===== src/design/emif_clk_defines.svh =====
// Offsets, field positions, reset values and timing counts of the memory clock/strobe block.
`ifndef EMIF_CLK_DEFINES_SVH
`define EMIF_CLK_DEFINES_SVH

// =============================================================
// Register map (byte addresses on the APB port)
`define APB_ADDR_W 8
`define OFS_CTRL 8'h00
`define OFS_STATUS 8'h04
`define OFS_ACC_ADDR 8'h08
`define OFS_ACC_CMD 8'h0c

// =============================================================
// Field positions and reset values
`define CTRL_W 6
`define CTRL_RESET 6'h08
`define CMD_START_BIT 0
`define CMD_ASYNC_BIT 1
`define CMD_READ_BIT 2
`define CMD_PDT_BIT 3
`define CMD_W 3
`define ACC_ADDR_RESET 32'h0000_0000
`define SPACE_REGION 2'h2
`define SPACE_FIFO 2'h3

// =============================================================
// Clock source straps, divide ratios and CPU clock divisors
`define STRAP_CPU_DIV4 2'h1
`define STRAP_CPU_DIV6 2'h2
`define RATIO_BY1 2'h0
`define RATIO_BY2 2'h1
`define RATIO_BY4 2'h2
`define CPU_DIV4 4
`define CPU_DIV6 6

`endif


===== src/design/emif_clk_pkg.sv =====
// Types shared by the memory clock/strobe block.
package emif_clk_pkg;

   // =============================================================
   // Clock source chosen by the straps.
   typedef enum logic [1:0] {SRC_EXT, SRC_DIV4, SRC_DIV6} source_e;

   // =============================================================
   // External access sequencer states.
   typedef enum logic [2:0] {ST_IDLE, ST_STROBE, ST_WAIT, ST_DONE, ST_HOLD} access_e;

   // =============================================================
   // Control register layout, low bit first at the bottom.
   typedef struct packed {
      logic gpo_value;
      logic self_refresh;
      logic sdram_fitted;
      logic [1:0] ratio;
      logic strobe_role_select;
   } ctrl_s;

   // Flags of a queued external access.
   typedef struct packed {
      logic pdt;
      logic read;
      logic async;
   } cmd_s;

endpackage


===== src/design/ext_mem_clock_strobe_select.sv =====
// Clock select, strobe muxing and bus hold handshake of the wide external memory port.
//
// Function
// - Straps pick ext clock, CPU/4 or CPU/6.
// - Unrequested strap code defaults to external clock.
// - Divided clock runs at input by 1/2/4.
// - Full rate clock equals selected input clock.
// - Role field picks address strobe or read enable.
// - Clock enable drives self-refresh, else plain output.
// - Space three gets its own FIFO output enable for synchronous reads.
// - Host hold request answered by hold acknowledge.
// - Bus request output shows wanted bus access.
// - Ready input paces asynchronous accesses.
// - Peripheral direct transfer output during flagged access.
// - Space enables decoded from top address bits.
// - At most one space enable per access.
//
// The placing of the registers and the APB register port are this design's own decisions.
`timescale 1ns/1ps
`include "emif_clk_defines.svh"
module ext_mem_clock_strobe_select (
   // Clock and reset
   input wire logic pclk,
   input wire logic presetn,
   // APB slave
   input wire logic [`APB_ADDR_W-1:0] paddr,
   input wire logic psel,
   input wire logic penable,
   input wire logic pwrite,
   input wire logic [31:0] pwdata,
   output logic [31:0] prdata,
   output logic pready,
   output logic pslverr,
   // Clock pins
   input wire logic ext_mem_input_clock,
   input wire logic [1:0] clock_source_strap_pins,
   output logic ext_mem_full_rate_clock_out,
   output logic ext_mem_divided_clock_out,
   // Memory control pins
   output logic [3:0] memory_space_enable_n,
   output logic shared_strobe_n,
   output logic space3_fifo_output_enable_n,
   output logic sdram_clock_enable_out,
   output logic peripheral_direct_transfer_n,
   output logic bus_outputs_oe,
   input wire logic async_ready_in,
   // Bus arbitration pins
   input wire logic host_bus_hold_request,
   output logic host_bus_hold_ack,
   output logic bus_request_out
);
   import emif_clk_pkg::*;

   emif_clk_pkg::source_e src;
   emif_clk_pkg::access_e state;
   emif_clk_pkg::access_e next_state;
   emif_clk_pkg::ctrl_s ctrl;
   emif_clk_pkg::cmd_s cmd;
   logic strap_valid;
   logic ext_q;
   logic ext_prev;
   logic div4_rise;
   logic div4_fall;
   logic div6_rise;
   logic div6_fall;
   logic sel_rise;
   logic sel_fall;
   logic phase;
   logic next_full;
   logic next_divided;
   logic [31:0] acc_addr;
   logic [1:0] acc_space;
   logic pending;
   logic acc_err;
   logic next_pending;
   logic next_in_access;
   logic [3:0] next_ce_n;

   // =============================================================
   // Strap capture
   // The straps are caught on the first edge after release, never by the reset itself.
   always_ff @(posedge pclk or negedge presetn) begin
      if (!presetn) begin
         strap_valid <= 1'b0;
         src <= SRC_EXT;
      end else if (!strap_valid) begin
         strap_valid <= 1'b1;
         if (clock_source_strap_pins == `STRAP_CPU_DIV4) begin
            src <= SRC_DIV4;
         end else if (clock_source_strap_pins == `STRAP_CPU_DIV6) begin
            src <= SRC_DIV6;
         end else begin
            src <= SRC_EXT;
         end
      end
   end

   // =============================================================
   // Input clock sources
   tick_divider #(.DIV(`CPU_DIV4)) u_div4 (
      .pclk(pclk),
      .presetn(presetn),
      .run(strap_valid),
      .rise(div4_rise),
      .fall(div4_fall)
   );

   tick_divider #(.DIV(`CPU_DIV6)) u_div6 (
      .pclk(pclk),
      .presetn(presetn),
      .run(strap_valid),
      .rise(div6_rise),
      .fall(div6_fall)
   );

   // The pin is synchronous, so plain edge detection is safe; it limits it to at most pclk/2.
   always_ff @(posedge pclk or negedge presetn) begin
      if (!presetn) begin
         ext_q <= 1'b0;
         ext_prev <= 1'b0;
      end else begin
         ext_q <= ext_mem_input_clock;
         ext_prev <= ext_q;
      end
   end

   // Selected source as rising and falling enable pulses.
   assign sel_rise = strap_valid && ((src == SRC_EXT) ? (ext_q && !ext_prev) :
                     (src == SRC_DIV4) ? div4_rise : div6_rise);
   assign sel_fall = strap_valid && ((src == SRC_EXT) ? (!ext_q && ext_prev) :
                     (src == SRC_DIV4) ? div4_fall : div6_fall);

   // =============================================================
   // Output clocks
   // Ratio code 3 is treated as divide by four rather than stopping the clock.
   assign next_full = sel_rise ? 1'b1 : (sel_fall ? 1'b0 : ext_mem_full_rate_clock_out);
   assign next_divided = (ctrl.ratio == `RATIO_BY1) ? next_full :
                         (sel_rise && (ctrl.ratio == `RATIO_BY2 || phase)) ?
                         !ext_mem_divided_clock_out : ext_mem_divided_clock_out;

   always_ff @(posedge pclk or negedge presetn) begin
      if (!presetn) begin
         ext_mem_full_rate_clock_out <= 1'b0;
         ext_mem_divided_clock_out <= 1'b0;
         phase <= 1'b0;
      end else begin
         ext_mem_full_rate_clock_out <= next_full;
         ext_mem_divided_clock_out <= next_divided;
         phase <= sel_rise ? !phase : phase;
      end
   end

   // =============================================================
   // APB slave: zero wait states, pready is a one-cycle pulse in the access phase.
   logic apb_setup;
   logic apb_write;
   logic mapped;
   logic cmd_start;
   logic cmd_region_ok;
   logic [31:0] rd_mux;

   assign apb_setup = psel && !penable;
   assign apb_write = psel && penable && pready && pwrite;
   assign mapped = (paddr == `OFS_CTRL) || (paddr == `OFS_STATUS) ||
                   (paddr == `OFS_ACC_ADDR) || (paddr == `OFS_ACC_CMD);
   assign cmd_start = apb_write && (paddr == `OFS_ACC_CMD) && pwdata[`CMD_START_BIT] &&
                      !pending && (state == ST_IDLE);
   assign cmd_region_ok = (acc_addr[31:30] == `SPACE_REGION);
   assign rd_mux = (paddr == `OFS_CTRL) ? {26'h0, ctrl} :
                   (paddr == `OFS_STATUS) ? {24'h0, pending, acc_err, state != ST_IDLE,
                                             host_bus_hold_ack, bus_request_out,
                                             strap_valid, src} :
                   (paddr == `OFS_ACC_ADDR) ? acc_addr :
                   (paddr == `OFS_ACC_CMD) ? {28'h0, cmd, 1'b0} : 32'h0;

   always_ff @(posedge pclk or negedge presetn) begin
      if (!presetn) begin
         pready <= 1'b0;
         pslverr <= 1'b0;
         prdata <= 32'h0;
      end else begin
         pready <= apb_setup;
         pslverr <= apb_setup && !mapped;
         prdata <= (apb_setup && !pwrite) ? rd_mux : 32'h0;
      end
   end

   // Register writes; the address is frozen while an access is queued or running.
   always_ff @(posedge pclk or negedge presetn) begin
      if (!presetn) begin
         ctrl <= `CTRL_RESET;
         acc_addr <= `ACC_ADDR_RESET;
         cmd <= '0;
         acc_err <= 1'b0;
      end else begin
         if (apb_write && paddr == `OFS_CTRL) begin
            ctrl <= pwdata[`CTRL_W-1:0];
         end
         if (apb_write && paddr == `OFS_ACC_ADDR && !pending && state == ST_IDLE) begin
            acc_addr <= pwdata;
         end
         if (cmd_start) begin
            cmd <= pwdata[`CMD_PDT_BIT:`CMD_ASYNC_BIT];
            acc_err <= !cmd_region_ok;
         end
      end
   end

   // =============================================================
   // Access sequencer
   assign acc_space = acc_addr[29:28];

   always_comb begin
      next_state = state;
      unique case (state)
         ST_IDLE: begin
            if (host_bus_hold_request) begin
               next_state = ST_HOLD;
            end else if (pending) begin
               next_state = ST_STROBE;
            end
         end
         ST_STROBE: begin
            if (sel_rise) begin
               next_state = cmd.async ? ST_WAIT : ST_DONE;
            end
         end
         ST_WAIT: begin
            if (async_ready_in) begin
               next_state = ST_DONE;
            end
         end
         ST_DONE: next_state = ST_IDLE;
         ST_HOLD: begin
            if (!host_bus_hold_request) begin
               next_state = ST_IDLE;
            end
         end
      endcase
   end

   // A queued access waits behind a host hold; the bus request shows it is waiting.
   assign next_pending = (cmd_start && cmd_region_ok) ? 1'b1 :
                         (next_state == ST_DONE) ? 1'b0 : pending;
   assign next_in_access = (next_state == ST_STROBE) || (next_state == ST_WAIT);

   // One enable per space, so no two can ever be low together.
   genvar gi;
   generate
      for (gi = 0; gi < 4; gi++) begin : g_space
         assign next_ce_n[gi] = !(next_in_access && acc_space == 2'(gi));
      end
   endgenerate

   // Pin drivers follow the next state, so each pin but the clock enable is a flop aligned with the state.
   always_ff @(posedge pclk or negedge presetn) begin
      if (!presetn) begin
         state <= ST_IDLE;
         pending <= 1'b0;
         memory_space_enable_n <= 4'hf;
         shared_strobe_n <= 1'b1;
         space3_fifo_output_enable_n <= 1'b1;
         peripheral_direct_transfer_n <= 1'b1;
         bus_outputs_oe <= 1'b0;
         host_bus_hold_ack <= 1'b0;
         bus_request_out <= 1'b0;
         sdram_clock_enable_out <= 1'b1;
      end else begin
         state <= next_state;
         pending <= next_pending;
         memory_space_enable_n <= next_ce_n;
         shared_strobe_n <= ctrl.strobe_role_select ? !(next_in_access && cmd.read) :
                            (next_state != ST_STROBE);
         space3_fifo_output_enable_n <= !(next_in_access && cmd.read && !cmd.async &&
                                          acc_space == `SPACE_FIFO);
         peripheral_direct_transfer_n <= !(next_in_access && cmd.pdt);
         bus_outputs_oe <= next_in_access;
         host_bus_hold_ack <= (next_state == ST_HOLD);
         bus_request_out <= next_pending;
         sdram_clock_enable_out <= ctrl.sdram_fitted ? !ctrl.self_refresh : ctrl.gpo_value;
      end
   end
endmodule // ext_mem_clock_strobe_select


===== src/design/tick_divider.sv =====
// Divides the CPU clock into rising and falling half-period enable pulses.
`timescale 1ns/1ps
module tick_divider #(
   parameter int DIV = 4
) (
   // Clock and reset
   input wire logic pclk,
   input wire logic presetn,
   // Control
   input wire logic run,
   // Enable pulses
   output logic rise,
   output logic fall
);

   localparam int CW = $clog2(DIV);

   logic [CW-1:0] cnt;
   logic [CW-1:0] next_cnt;

   // =============================================================
   // Counter wraps at DIV so the derived clock has an even duty where DIV is even.
   assign next_cnt = (cnt == CW'(DIV - 1)) ? '0 : cnt + CW'(1);
   assign rise = run && (cnt == '0);
   assign fall = run && (cnt == CW'(DIV / 2));

   // Count only while running so the first edge lands at a known phase.
   always_ff @(posedge pclk or negedge presetn) begin
      if (!presetn) begin
         cnt <= '0;
      end else if (run) begin
         cnt <= next_cnt;
      end
   end

endmodule // tick_divider

===== config.mk =====
export PLATFORM = sky130hd
export DESIGN_NAME = ext_mem_clock_strobe_select
export DESIGN_NICKNAME = d
export VERILOG_FILES = /design/src/design/emif_clk_pkg.sv /design/src/design/ext_mem_clock_strobe_select.sv /design/src/design/tick_divider.sv
export VERILOG_INCLUDE_DIRS = /design/src /design/src/design
export SDC_FILE = /design/constraint.sdc
export NUM_CORES = 1
export LEC_CHECK = 0
export BUFFER_PORTS_ARGS = -buffer_cell sky130_fd_sc_hd__buf_2
export CAP_MARGIN = 20
export CORE_MARGIN = 8
export CORE_UTILIZATION = 45
export CTS_BUF_LIST = sky130_fd_sc_hd__clkbuf_2 sky130_fd_sc_hd__clkbuf_4 sky130_fd_sc_hd__clkbuf_8
export CTS_CLUSTER_SIZE = 25
export DETAILED_ROUTE_END_ITERATION = 12
export HOLD_SLACK_MARGIN = 0.15
export PLACE_DENSITY = 0.67
export SLEW_MARGIN = 20
export SYNTH_ARGS = -nofsm -noshare
export SYNTH_HDL_FRONTEND = slang
export SYNTH_HIERARCHICAL = 1
export SYNTH_SLANG_ARGS = --single-unit

===== constraint.sdc =====
create_clock -name pclk -period 3.08 [get_ports pclk]
set_input_delay 0.462 -clock pclk [delete_from_list [all_inputs] [get_ports pclk]]
set_output_delay 0.462 -clock pclk [all_outputs]
set_load 0.1 [all_outputs]

==> results.md <==
* Kind of cell adding the most delay to the critical path: compound AO/OA/AOI/OAI gates
* Vias per cell at 5.02
* Worst Path Buf+Inv at 0
* Layout Area Growth over Synthesis at 19.5%
* HP Class: input pin to register
* WL/cell at 15.9 um
* Post-synthesis mux area share at 0.128
* Mapped cell area at 4130 sq um
* Die Y at 112 um
* Drt pass-1 iters at 4
* Core area at 9060 sq um
* Netlist cell types at 55
* Routed met1 length at 3.72 mm
* Initial DRC Count at 98
* Sequential share of the synthesized area at 0.627
* Pwr Density at 519 nW/um^2
* Logic pwr share at 0.119
* Adder-cell share of the synthesized area at 0.0121
* Row Count at 35
* Die Span X at 112 um
* Clock slew at reported path FFs at 0.10 ns
* Syn. warnings at 6
* Cts hold-fix bufs at 1
* Total wire length at 8.40 mm
* Worst skew pair latency at 0.36 ns
* Filler instances at 811
* Max-cap violations at 0
* XOR/XNOR Fraction of Synth Area at 0.00424
* Sink Count at 103
* Clock skew at 0.0160 ns
* TNS Setup at 0 ns
* Slowest-stage cell, CP: dfrtp_1
* CP Class: register to register
* Period utilization at 0.682
* I/O Buffers at 96
* Critical Path Start Type: register
* Post-CTS Setup Inserts at 0
* Period minus WS final at 2.10 ns
* Crit end category: register
* Final HPWL DP at 6.24 mm
* Fin. Hold Viols at 0
* Layout cells sized above 1 at 0.432
* Power share of the sequential group at 0.572
* Area fraction in compound gates after synthesis at 0.0679
* Synthesized instance count at 311
* Final Net Count at 466
* Switching share of power at 0.282
* Endpoints failing setup at 0
* Most common flop cell mapped by yosys: dfrtp_1
* Antenna cells at 0
* # IOs at 97
* Slew HR at 0.528
* CP Depth at 6
* Worst-Margin Slew at 0.707 ns
* Bufs on Longest Clock Path at 2
* Vias in the first global route at 2806
* Via count at 2648
* Gr usage total at 0.142
* Hold path cells at 1
* Largest net degree at the start of global routing at 56
* Starting Density at 0.456
* H-tree depth at 3
* First-pass GRT wire length at 14.2 mm
* Clk root buf: clkbuf_8
* Grt total ovfl at 0
* Cts bufs inserted at 9
* Number of routed nets with antenna violations at 0
* Avg Synthesized Cell Area at 13.3 sq um
* Leakage power figure at 2.59 nW
* Post-synth ARST share at 1.00
* Highest Signal Layer: met4
* Synthesized net count at 365
* Routability-driven placement congestion ratio at 0.765
* DR WL met3 at 551 um
* CTS resizes at 0
* Initial antenna violation count at 0
* Crit path DAT at 2.37 ns
* CP max stage delay at 0.59 ns
* Post-synth EDFFs at 0
* Crit path required time at 3.35 ns
* Clk network pwr share at 0.309
* Critical Path, Cell by Cell: and2_2 -> a21o_1 -> o211ai_2 -> o21ai_2 -> a211oi_4 -> o211ai_1
* DRC violations left at 0
* Main combinational cell family by area after synthesis: simple AND/OR/NAND/NOR gates
* RSZ-0062 raised after global routing: false
* Highest Clock Rate at 0.476 GHz
* Psw at 0.723 mW
* Post-Synth Simple-Gate Area at 0.145
* CTS tree: built
* Max-slew violations at 0
* Pint at 1.84 mW
* Die area at 12500 sq um
* Placed inst area at 4740 sq um
* Routed wl met2 at 4.04 mm
* R2r worst-path depth at 6
* Fin area at 4940 sq um
* Seq cells post-synth at 103
* Status: completed
* Peak supply drop at 0.315 mV
* Critical Path Fanout Max at 21
## power by group through the flow
stage                     logic, mW  registers [mW]  clock network (mW)
final                         0.306            1.46               0.790
after global routing          0.345            1.48               0.869
after CTS                     0.311            1.46               0.820
after detailed placement      0.309            1.49                   0
after global placement        0.300            1.49                   0
after floorplan               0.129            1.56                   0
## synthesized netlist by cell type (4+ instances only)
master	instances	area share
dfstp_2	9	0.057
nor2_1	23	0.021
mux2_2	41	0.11
mux2i_1	4	0.0097
nor2b_1	4	0.0061
buf_2	4	0.0048
nand2b_1	7	0.011
and2_1	27	0.041
dfrtp_1	94	0.57
nand3_1	4	0.0048
a21oi_1	5	0.0061
inv_1	7	0.0064
clkbuf_1	5	0.0045
o21ai_0	4	0.0048
nand2_1	9	0.0082
ha_1	4	0.012
## logic make-up after synthesis
family / count (synthesis)
flip-flops: 103
AND/OR/NAND/NOR: 102
multiplexers: 47
AO/OA/AOI/OAI: 36
buffers and inverters: 16
adder cells (fa/ha/maj): 4
XOR/XNOR: 2
other: 1
## per-stage QoR
stage	total power [mW]	setup slack (ns)	std cells	util	hold WS, ns
detailed placement	1.80	0.984	511	0.523	0.397
CTS	2.60	0.941	528	0.545	0.185
global placement	1.79	1.04	511	0.523	0.379
global route	2.69	0.760	528	0.545	0.179
floorplan	1.68	0.940	311	-	0.166
finish	2.56	0.980	528	0.545	0.202
## layout make-up
cell class	instances	area, sq um	share of cell area
inverters	7	26.3	0.00532
clock inverters	6	53.8	0.0109
repair buffers	99	520	0.105
flip-flops and latches	103	2590	0.524
well taps	111	139	0.0281
multi-input cells	192	1480	0.299
clock buffers	10	131	0.0266
## metal layers
metal / global-route usage / vias up
met1: 0.178 / 1281
met2: 0.225 / 75
li1: - / 1283
met4: 0.0520 / 0
met3: 0.0438 / 9
met5: 0 / -
## state kept, by name, summed over array words and instances (netlist names), 2 cells and up
register and count:
prdata 32, u_div6/cnt 3, ctrl 6, u_div4/cnt 2
src 2, memory_space_enable_n 4, state 3, acc_addr 32
cmd 3
## final timing paths
kind                                          start         endpoint  slack, ns
worst max-delay path                    strap_valid  shared_strobe_n       0.98
worst min-delay path            ext_mem_input_clock            ext_q       0.20
worst max register to register          strap_valid  shared_strobe_n       0.98
worst min register to register                ext_q         ext_prev       0.41
max in group asynchronous                   presetn          ctrl[3]       1.68
min in group asynchronous                   presetn    u_div6/cnt[0]       0.65
## cell usage in the layout, fill, tap and decap left out, types with 2 or more instances in the layout
cell	n
nand3_1	4
nand3b_1	3
o21ai_1	2
clkinvlp_4	3
a21o_1	3
inv_1	7
o21ai_0	4
nand4_1	3
o22ai_1	2
a2111oi_0	2
a22oi_1	2
nor2_1	23
o211ai_1	3
and3_1	2
inv_8	2
a21oi_1	5
nor2b_1	4
nand2_1	9
dfstp_2	9
buf_4	2
dfrtp_1	94
clkbuf_8	9
and2_2	3
mux2_2	41
ha_1	4
mux2i_1	4
nor3b_1	3
a211oi_1	2
nor3_1	3
buf_2	95
nand2b_1	7
o221a_2	2
and2_1	27
Power figures use the tool's default switching activity.
